File: config.mk
export PLATFORM = sky130hd
export DESIGN_NAME = prd_decoder
export DESIGN_NICKNAME = d
export VERILOG_FILES = /design/src/include/prd_pkg.sv /design/src/rtl/prd_decoder.sv
export VERILOG_INCLUDE_DIRS = /design/src /design/src/include
export SDC_FILE = /design/constraint.sdc
export NUM_CORES = 1
export LEC_CHECK = 0
export BUFFER_PORTS_ARGS = -buffer_cell sky130_fd_sc_hd__buf_2
export CAP_MARGIN = 0
export CORE_MARGIN = 5
export CORE_UTILIZATION = 40
export DETAILED_ROUTE_END_ITERATION = 8
export GPL_TIMING_DRIVEN = 0
export PLACE_DENSITY = 0.68
export SYNTH_ARGS = -nofsm -noshare
export SYNTH_HDL_FRONTEND = slang
export SYNTH_SLANG_ARGS = --single-unit
File: constraint.sdc
create_clock -name clk -period 2.25 [get_ports clk]
set_clock_uncertainty 0.2 [all_clocks]
set_input_delay 0.1125 -clock clk [delete_from_list [all_inputs] [get_ports clk]]
set_output_delay 0.1125 -clock clk [all_outputs]
set_load 0.05 [all_outputs]
File: src/include/prd_defines.svh
`ifndef PRD_DEFINES_SVH
`define PRD_DEFINES_SVH

////////////////////////////////////////////////////////////
// offsets common to every page
`define PRD_OFS_CMD          4'h0
// page 0 offsets (write side name, read side shares)
`define PRD_OFS_RING_FIRST   4'h1
`define PRD_OFS_RING_LAST    4'h2
`define PRD_OFS_BOUNDARY     4'h3
`define PRD_OFS_TX_PAGE      4'h4
`define PRD_OFS_TX_LEN_LO    4'h5
`define PRD_OFS_TX_LEN_HI    4'h6
`define PRD_OFS_EVENTS       4'h7
`define PRD_OFS_HDMA_LO      4'h8
`define PRD_OFS_HDMA_HI      4'h9
`define PRD_OFS_HLEN_LO      4'hA
`define PRD_OFS_HLEN_HI      4'hB
`define PRD_OFS_RX_SETUP     4'hC
`define PRD_OFS_TX_SETUP     4'hD
`define PRD_OFS_BUS_SETUP    4'hE
`define PRD_OFS_MASK         4'hF
// page 1 offsets
`define PRD_OFS_STATION_BASE 4'h1
`define PRD_OFS_STATION_LAST 4'h6
`define PRD_OFS_RX_WR_PAGE   4'h7
`define PRD_OFS_GROUP_BASE   4'h8
// page 2 offsets
`define PRD_OFS_HOST_NEXT    4'h3
`define PRD_OFS_NET_NEXT     4'h5
`define PRD_OFS_ACNT_HI      4'h6
`define PRD_OFS_ACNT_LO      4'h7

////////////////////////////////////////////////////////////
// command_control bit positions
`define PRD_CMD_STOP         0
`define PRD_CMD_TXP          2
`define PRD_CMD_DMA_TOP      5
`define PRD_CMD_PAGE_LO      6
`define PRD_CMD_PAGE_HI      7

////////////////////////////////////////////////////////////
// reset and fill values
`define PRD_CMD_RESET        8'h01
`define PRD_CFG_RESET        8'h00
`define PRD_RESERVED_READ    8'h00

`endif

File: src/include/prd_pkg.sv
package prd_pkg;

    // page chosen by the two page-select bits
    typedef enum logic [1:0] {
        PRD_PG_WORK   = 2'h0,
        PRD_PG_INIT   = 2'h1,
        PRD_PG_DIAG   = 2'h2,
        PRD_PG_LOCKED = 2'h3
    } prd_page_t;

    // target of a write that lands in logic held elsewhere
    typedef enum logic [2:0] {
        PRD_EW_NONE      = 3'h0,
        PRD_EW_EVENTS    = 3'h1,
        PRD_EW_LDMA_LO   = 3'h3,
        PRD_EW_LDMA_HI   = 3'h2,
        PRD_EW_HOST_NEXT = 3'h6,
        PRD_EW_NET_NEXT  = 3'h7,
        PRD_EW_ACNT_HI   = 3'h5,
        PRD_EW_ACNT_LO   = 3'h4
    } prd_ext_sel_t;

    // configuration bytes held by this block
    typedef struct packed {
        logic [7:0]      ring_first;
        logic [7:0]      ring_last;
        logic [7:0]      boundary;
        logic [7:0]      tx_page;
        logic [15:0]     tx_len;
        logic [15:0]     hdma_start;
        logic [15:0]     hdma_len;
        logic [7:0]      rx_setup;
        logic [7:0]      tx_setup;
        logic [7:0]      bus_setup;
        logic [7:0]      event_mask;
        logic [5:0][7:0] station_addr;
        logic [7:0]      rx_write_page;
        logic [7:0][7:0] group_filter;
    } prd_cfg_t;

    // live values owned by other logic, read only here
    typedef struct packed {
        logic [15:0] ldma_now;
        logic [7:0]  tx_result;
        logic [7:0]  collisions;
        logic [7:0]  fifo_peek;
        logic [7:0]  event_flags;
        logic [15:0] hdma_now;
        logic [7:0]  rx_result;
        logic [7:0]  align_tally;
        logic [7:0]  crc_tally;
        logic [7:0]  missed_tally;
        logic [7:0]  host_next;
        logic [7:0]  net_next;
        logic [15:0] acnt;
    } prd_stat_t;

    // write passed on to its owner
    typedef struct packed {
        prd_ext_sel_t sel;
        logic [7:0]   data;
    } prd_ext_wr_t;

    // whole state of the decoder
    typedef struct packed {
        logic [7:0]  cmd;
        prd_cfg_t    cfg;
        logic [7:0]  rd_data;
        logic        rd_valid;
        prd_ext_wr_t ext;
        logic        fifo_rd;
    } prd_state_t;

endpackage

File: src/rtl/prd_decoder.sv
// Summary of operation
// - every register is one full byte
// - page bits in command choose page
// - four select inputs pick one of sixteen
// - page zero: reads and writes differ, except boundary at offset 3
// - page one: station, write page, group filter
// - busy registers sit together in page zero
// - command at offset zero in every page
// - page, stop, dma top bits always writable
`include "prd_defines.svh"

module prd_decoder (
    input  wire logic                   clk,                    // system clock
    input  wire logic                   rst,                    // sync reset, high
    input  wire logic [3:0]             register_select_inputs, // register offset
    input  wire logic                   host_rd,                // read strobe
    input  wire logic                   host_wr,                // write strobe
    input  wire logic [7:0]             host_wdata,             // write byte
    input  wire prd_pkg::prd_stat_t     stat,                   // live status values
    input  wire logic                   txp_done,               // transmit ended pulse
    output logic [7:0]                  host_rdata,             // read byte
    output logic                        host_rdata_valid,       // read byte ready
    output logic [7:0]                  command_control,        // command byte
    output prd_pkg::prd_page_t          page,                   // current page
    output prd_pkg::prd_cfg_t           cfg,                    // configuration
    output prd_pkg::prd_ext_wr_t        ext_wr,                 // passed-on write
    output logic                        fifo_peek_rd            // fifo port read pulse
);

    ////////////////////////////////////////////////////////////
    // state

    prd_pkg::prd_state_t s_q;          // registered state
    prd_pkg::prd_state_t s_d;          // next state
    prd_pkg::prd_page_t  pg;           // decoded page
    logic [3:0]          ofs;          // decoded offset

    ////////////////////////////////////////////////////////////
    // page from command byte
    function automatic prd_pkg::prd_page_t page_of(
        input logic [7:0] c
    );
        page_of = prd_pkg::prd_page_t'({c[`PRD_CMD_PAGE_HI],
                                        c[`PRD_CMD_PAGE_LO]});
    endfunction

    ////////////////////////////////////////////////////////////
    // read side of page 0
    function automatic logic [7:0] read_work(
        input logic [3:0]         o,
        input prd_pkg::prd_cfg_t  c,
        input prd_pkg::prd_stat_t st
    );
        case (o)
            `PRD_OFS_RING_FIRST: read_work = st.ldma_now[7:0];
            `PRD_OFS_RING_LAST:  read_work = st.ldma_now[15:8];
            `PRD_OFS_BOUNDARY:   read_work = c.boundary;
            `PRD_OFS_TX_PAGE:    read_work = st.tx_result;
            `PRD_OFS_TX_LEN_LO:  read_work = st.collisions;
            `PRD_OFS_TX_LEN_HI:  read_work = st.fifo_peek;
            `PRD_OFS_EVENTS:     read_work = st.event_flags;
            `PRD_OFS_HDMA_LO:    read_work = st.hdma_now[7:0];
            `PRD_OFS_HDMA_HI:    read_work = st.hdma_now[15:8];
            `PRD_OFS_RX_SETUP:   read_work = st.rx_result;
            `PRD_OFS_TX_SETUP:   read_work = st.align_tally;
            `PRD_OFS_BUS_SETUP:  read_work = st.crc_tally;
            `PRD_OFS_MASK:       read_work = st.missed_tally;
            default:             read_work = `PRD_RESERVED_READ;
        endcase
    endfunction

    ////////////////////////////////////////////////////////////
    // read side of page 1
    function automatic logic [7:0] read_init(
        input logic [3:0]        o,
        input prd_pkg::prd_cfg_t c
    );
        logic [2:0] si;  // station byte index
        logic [2:0] gi;  // group byte index
        si = 3'(o - `PRD_OFS_STATION_BASE);
        gi = o[2:0];
        if (o >= `PRD_OFS_GROUP_BASE) begin
            read_init = c.group_filter[gi];
        end else if (o == `PRD_OFS_RX_WR_PAGE) begin
            read_init = c.rx_write_page;
        end else if (o >= `PRD_OFS_STATION_BASE) begin
            read_init = c.station_addr[si];
        end else begin
            read_init = `PRD_RESERVED_READ;
        end
    endfunction

    ////////////////////////////////////////////////////////////
    // read side of page 2: page 0 ring, transmit page, setup and mask bytes, plus host/net next pages and address counter
    function automatic logic [7:0] read_diag(
        input logic [3:0]         o,
        input prd_pkg::prd_cfg_t  c,
        input prd_pkg::prd_stat_t st
    );
        case (o)
            `PRD_OFS_RING_FIRST: read_diag = c.ring_first;
            `PRD_OFS_RING_LAST:  read_diag = c.ring_last;
            `PRD_OFS_HOST_NEXT:  read_diag = st.host_next;
            `PRD_OFS_TX_PAGE:    read_diag = c.tx_page;
            `PRD_OFS_NET_NEXT:   read_diag = st.net_next;
            `PRD_OFS_ACNT_HI:    read_diag = st.acnt[15:8];
            `PRD_OFS_ACNT_LO:    read_diag = st.acnt[7:0];
            `PRD_OFS_RX_SETUP:   read_diag = c.rx_setup;
            `PRD_OFS_TX_SETUP:   read_diag = c.tx_setup;
            `PRD_OFS_BUS_SETUP:  read_diag = c.bus_setup;
            `PRD_OFS_MASK:       read_diag = c.event_mask;
            default:             read_diag = `PRD_RESERVED_READ;
        endcase
    endfunction

    ////////////////////////////////////////////////////////////
    // byte returned for a read
    function automatic logic [7:0] read_byte(
        input prd_pkg::prd_page_t p,
        input logic [3:0]         o,
        input logic [7:0]         c,
        input prd_pkg::prd_cfg_t  cf,
        input prd_pkg::prd_stat_t st
    );
        if (o == `PRD_OFS_CMD) begin
            read_byte = c;
        end else begin
            case (p)
                prd_pkg::PRD_PG_WORK: read_byte = read_work(o, cf, st);
                prd_pkg::PRD_PG_INIT: read_byte = read_init(o, cf);
                prd_pkg::PRD_PG_DIAG: read_byte = read_diag(o, cf, st);
                default:              read_byte = `PRD_RESERVED_READ;
            endcase
        end
    endfunction

    ////////////////////////////////////////////////////////////
    // current page and offset
    assign pg  = page_of(s_q.cmd);
    assign ofs = register_select_inputs;

    ////////////////////////////////////////////////////////////
    // next state
    always_comb begin
        s_d             = s_q;
        s_d.rd_valid    = 1'b0;
        s_d.fifo_rd     = 1'b0;
        s_d.ext.sel     = prd_pkg::PRD_EW_NONE;
        s_d.ext.data    = host_wdata;
        // transmit logic clears the send bit when done
        if (txp_done) begin
            s_d.cmd[`PRD_CMD_TXP] = 1'b0;
        end
        // read: byte captured, fifo port told on page 0 offset 6
        if (host_rd) begin
            s_d.rd_data  = read_byte(pg, ofs, s_q.cmd, s_q.cfg, stat);
            s_d.rd_valid = 1'b1;
            s_d.fifo_rd  = (pg == prd_pkg::PRD_PG_WORK)
                         && (ofs == `PRD_OFS_TX_LEN_HI);
        end
        // write: command in any page, even page 3
        if (host_wr && ofs == `PRD_OFS_CMD) begin
            s_d.cmd = host_wdata;
            // zero to send bit has no effect; set wins
            s_d.cmd[`PRD_CMD_TXP] = host_wdata[`PRD_CMD_TXP]
                                  | (s_q.cmd[`PRD_CMD_TXP] & ~txp_done);
        end else if (host_wr) begin
            case (pg)
                // page 0: configuration bytes; offset 7 passed to events owner
                prd_pkg::PRD_PG_WORK: begin
                    case (ofs)
                        `PRD_OFS_RING_FIRST: s_d.cfg.ring_first       = host_wdata;
                        `PRD_OFS_RING_LAST:  s_d.cfg.ring_last        = host_wdata;
                        `PRD_OFS_BOUNDARY:   s_d.cfg.boundary         = host_wdata;
                        `PRD_OFS_TX_PAGE:    s_d.cfg.tx_page          = host_wdata;
                        `PRD_OFS_TX_LEN_LO:  s_d.cfg.tx_len[7:0]      = host_wdata;
                        `PRD_OFS_TX_LEN_HI:  s_d.cfg.tx_len[15:8]     = host_wdata;
                        `PRD_OFS_EVENTS:     s_d.ext.sel = prd_pkg::PRD_EW_EVENTS;
                        `PRD_OFS_HDMA_LO:    s_d.cfg.hdma_start[7:0]  = host_wdata;
                        `PRD_OFS_HDMA_HI:    s_d.cfg.hdma_start[15:8] = host_wdata;
                        `PRD_OFS_HLEN_LO:    s_d.cfg.hdma_len[7:0]    = host_wdata;
                        `PRD_OFS_HLEN_HI:    s_d.cfg.hdma_len[15:8]   = host_wdata;
                        `PRD_OFS_RX_SETUP:   s_d.cfg.rx_setup         = host_wdata;
                        `PRD_OFS_TX_SETUP:   s_d.cfg.tx_setup         = host_wdata;
                        `PRD_OFS_BUS_SETUP:  s_d.cfg.bus_setup        = host_wdata;
                        `PRD_OFS_MASK:       s_d.cfg.event_mask       = host_wdata;
                        default:             ;
                    endcase
                end
                // page 1: station, write page, group filter
                prd_pkg::PRD_PG_INIT: begin
                    for (int i = 0; i < 6; i++) begin
                        if (ofs == 4'(i + 1)) begin
                            s_d.cfg.station_addr[i] = host_wdata;
                        end
                    end
                    if (ofs == `PRD_OFS_RX_WR_PAGE) begin
                        s_d.cfg.rx_write_page = host_wdata;
                    end
                    for (int j = 0; j < 8; j++) begin
                        if (ofs == 4'(j + 8)) begin
                            s_d.cfg.group_filter[j] = host_wdata;
                        end
                    end
                end
                // page 2: diagnostic loads passed to owners
                prd_pkg::PRD_PG_DIAG: begin
                    case (ofs)
                        `PRD_OFS_RING_FIRST: s_d.ext.sel = prd_pkg::PRD_EW_LDMA_LO;
                        `PRD_OFS_RING_LAST:  s_d.ext.sel = prd_pkg::PRD_EW_LDMA_HI;
                        `PRD_OFS_HOST_NEXT:  s_d.ext.sel = prd_pkg::PRD_EW_HOST_NEXT;
                        `PRD_OFS_NET_NEXT:   s_d.ext.sel = prd_pkg::PRD_EW_NET_NEXT;
                        `PRD_OFS_ACNT_HI:    s_d.ext.sel = prd_pkg::PRD_EW_ACNT_HI;
                        `PRD_OFS_ACNT_LO:    s_d.ext.sel = prd_pkg::PRD_EW_ACNT_LO;
                        default:             ;
                    endcase
                end
                // page 3: writes dropped to protect state
                default: ;
            endcase
        end
    end

    ////////////////////////////////////////////////////////////
    // state register
    always_ff @(posedge clk) begin
        if (rst) begin
            s_q          <= '0;
            s_q.cmd      <= `PRD_CMD_RESET;
            s_q.rd_data  <= `PRD_RESERVED_READ;
            s_q.ext.sel  <= prd_pkg::PRD_EW_NONE;
            s_q.ext.data <= `PRD_CFG_RESET;
        end else begin
            s_q <= s_d;
        end
    end

    ////////////////////////////////////////////////////////////
    // outputs
    assign host_rdata       = s_q.rd_data;
    assign host_rdata_valid = s_q.rd_valid;
    assign command_control  = s_q.cmd;
    assign page             = pg;
    assign cfg              = s_q.cfg;
    assign ext_wr           = s_q.ext;
    assign fifo_peek_rd     = s_q.fifo_rd;

endmodule

==> summary.txt <==
Crit-path cells = buf_2 > buf_12 > inv_1 > ha_1 > buf_4 > buf_6 > a222oi_1 > mux2i_1 > a221oi_2 > o22ai_2 > o21a_1
Wire per inst = 26.53 um
Initial antenna violation count = 3
Rows = 64
Post-Place Cells = 2151
Core ar. = 30430 um2
Design Power = 10.78 mW
Hold EP = host_rdata[3]$_SDFFE_PP0P_
Maxcap violations = 0
Die area = 34220 um2
CTS Buf Count = 28
Syn Area/Cell = 9.074 um2
Root buf cell = clkbuf_16
Starting Density = 40.25%
Cells after Synth = 1350
Worst Hold Depth = 7
Synthesized cell area = 12250 um2
Hold Path Class = input port to flip-flop
Power share of the clock group = 43.6%
RD Place Congestion = 0.9783
Worst-margin pin slew = 0.9051 ns
Internal Power = 7.832 mW
Crit end category = flip-flop
R2R setup slack = 0.06 ns
Io pins = 408
Maximum vdd ir drop = 617.5 uV
Commonest non-fill, non-tap cell in the layout = buf_2
Clock-pin transition on the worst setup and hold timing paths = 0.06 ns
WS Path Type = input port to flip-flop
Final Hold Fails = 0
Cell Pwr Density = 665.9 nW/um2
Tmin final = 2.263 ns
Arrival @ worst endpoint = 2.51 ns
Layout overhead on the synthesized area = 32.23%
Worst hold start = stat[107]
Vias in the first global route = 12282
DRC violation count after routing = 0
Multi-input logic area = 6636 um2
IO Port Bufs = 405
Fmax = 441.9 MHz
Final worst setup slack = -0.01300 ns
Outcome = finished with violations
Post-synth EDFFs = 0
Most frequent cells in the layout = buf_2, dfxtp_1, nor2_1
Violated checks = negative setup slack
Post-synthesis net count = 1500
Gr usage total = 32.33%
Final period util = 100.6%
Switching Fraction = 27.38%
Seq/Total Area, Yosys = 42.66%
First-pass GRT wire length = 82.64 mm
Share of layout cells above drive strength 1 = 32.69%
Leakage = 8.058 nW
Final setup fails = 1
Sequential share of power = 43.6%
Worst-Skew Late Latency = 0.55 ns
Worst hold margin = 0.006831 ns
Vias = 13109
Critical R2R Capture = cfg[120]$_SDFFE_PP0P_
Reg2reg path depth = 7
Pre-Repair DR Iteration Count = 6
Fill cells = 2961
Grt total ovfl = 0
Die height = 185.0 um
Max clock buf depth = 3
Slew headroom = 39.66%
H-tree depth = 1
Hpwl dp = 45.08 mm
Post-route ant nets = 0
RSZ-0062 raised after global routing = true
Largest net degree at the start of global routing = 15
Primary FF master, synth = dfxtp_1
Pins Over Slew Limit = 0
Final nets = 1953
Net switching power figure = 2.953 mW
CTS tree = done
Final std cells w/o fill = 2220
Yosys reg bits = 261
CP max FO = 10
Routed wire length = 58.89 mm
Synthesis Warnings = 0
Reg area = 5226 um2
Reg2reg start = command_control[7]$_SDFFE_PP0P_
Initial DRC Count = 1550
Die extent in x = 185.0 um
Comb power frac = 12.8%
Setup crit start kind = input port
Post-synth cell types = 62
CP peak stage delay = 0.46 ns
Asr flop ratio synth = 0%
Num Clock Sinks = 261
CP max stage cell = a222oi_1
Critical Path RT = 2.49 ns
Drt via density = 5.905
## power by group through the flow
stage | sequential [mW] | clock (mW) | combinational [mW]
2_1_floorplan | 4.96 | 0 | 0.568
3_3_place_gp | 4.80 | 0 | 1.26
3_5_place_dp | 4.80 | 0 | 1.27
4_1_cts | 4.70 | 4.73 | 1.33
5_1_grt | 4.70 | 4.93 | 1.43
6_report | 4.70 | 4.71 | 1.38
## state kept, by name (all words and copies together), names as in the netlist
name,cells
host_rdata,8
ext_wr,11
fifo_peek_rd,1
host_rdata_valid,1
cfg,232
command_control,8
## cell usage after synthesis, types with 5 or more instances
master / number / area share, %
a22o_1: 7 / 0.50
nand3_2: 18 / 1.5
nor2_1: 199 / 6.1
nor3_1: 6 / 0.25
clkbuf_1: 62 / 1.9
and3_1: 6 / 0.31
mux4_2: 20 / 3.7
a211oi_1: 5 / 0.31
o21ai_0: 18 / 0.74
a211o_1: 5 / 0.36
nor2b_1: 13 / 0.66
nand2b_1: 5 / 0.26
a221oi_1: 20 / 1.4
dfxtp_1: 261 / 43
a222oi_1: 10 / 0.82
mux2_2: 14 / 1.3
buf_2: 36 / 1.5
buf_4: 7 / 0.43
ha_1: 5 / 0.51
nand3_1: 77 / 3.1
a22oi_1: 28 / 1.7
o22ai_1: 18 / 0.92
buf_1: 19 / 0.58
nand2_1: 146 / 4.5
a21oi_1: 94 / 3.8
mux2i_1: 184 / 15
## critical path, delay by kind of cell
family                   cells  cell delay (ns)
buffers and inverters        5             0.78
AO/OA/AOI/OAI                4             1.23
adder cells (fa/ha/maj)      1             0.20
multiplexers                 1             0.17
## final cells by class
| class | instances | area share [%] |
|---|---|---|
| multi-input combinational | 959 | 40.97 |
| timing repair buffer | 424 | 13.63 |
| antenna | 1 | 0.01545 |
| sequential | 261 | 32.27 |
| clock buffer | 41 | 5.307 |
| inverter | 5 | 0.1390 |
| tap | 396 | 3.059 |
| buffer | 124 | 4.087 |
| clock inverter | 9 | 0.5253 |
## kinds of logic after synthesis
family	after synthesis	synth area share (%)
DFF	261	42.66
adders and majority gates	5	0.5107
and+or+nand+nor	495	18.34
muxes	222	20.86
buffers and inverters	130	4.627
AOI/OAI and AO/OA	236	12.79
xor gates and xnor gates	1	0.2247
## per-stage QoR
step / utilization [%] / TNS, ns / area (um2) / worst slack (ns)
after floorplan: - / 0 / 12260 / 0.01007
after global placement: 48.57 / -221.71 / 14780 / -1.247
after detailed placement: 48.57 / -222.65 / 14780 / -1.247
after CTS: 52.93 / -0.09769 / 16110 / -0.07672
after global routing: 53.23 / -0.08211 / 16200 / -0.05344
final: 53.23 / -0.01300 / 16200 / -0.01300
## timing repair
| action | 4_1_cts | 5_1_grt |
|---|---|---|
| hold buffers | 14 | 0 |
| buffers inserted | 0 | 5 |
| setup endpoints to repair | 250 | 204 |
| hold endpoints to repair | 24 | 0 |
| resized for setup | 65 | 19 |
| pin swaps | 2 | 3 |
## layer usage
layer	vias to the layer above	wire length [um]	global-route usage, %
met1	6403	23710	42.94
li1	5735	-	-
met4	6	2396	11.30
met5	-	47	0
met2	809	26710	51.22
met3	156	6023	8.445
## worst max-delay path by stage
stage	cells after the start	from	to	slack, ns
3_5_place_dp	11	register_select_inputs[0]	host_rdata[2]$_SDFFE_PP0P_	-1.25
4_1_cts	11	register_select_inputs[0]	host_rdata[2]$_SDFFE_PP0P_	-0.08
5_1_grt	11	register_select_inputs[1]	host_rdata[2]$_SDFFE_PP0P_	-0.05
6_report	11	register_select_inputs[1]	host_rdata[2]$_SDFFE_PP0P_	-0.01
3_3_place_gp	11	register_select_inputs[0]	host_rdata[2]$_SDFFE_PP0P_	-1.25
2_1_floorplan	10	register_select_inputs[0]	host_rdata[2]$_SDFFE_PP0P_	0.01
Note: power is estimated with default switching activity, not from simulation.
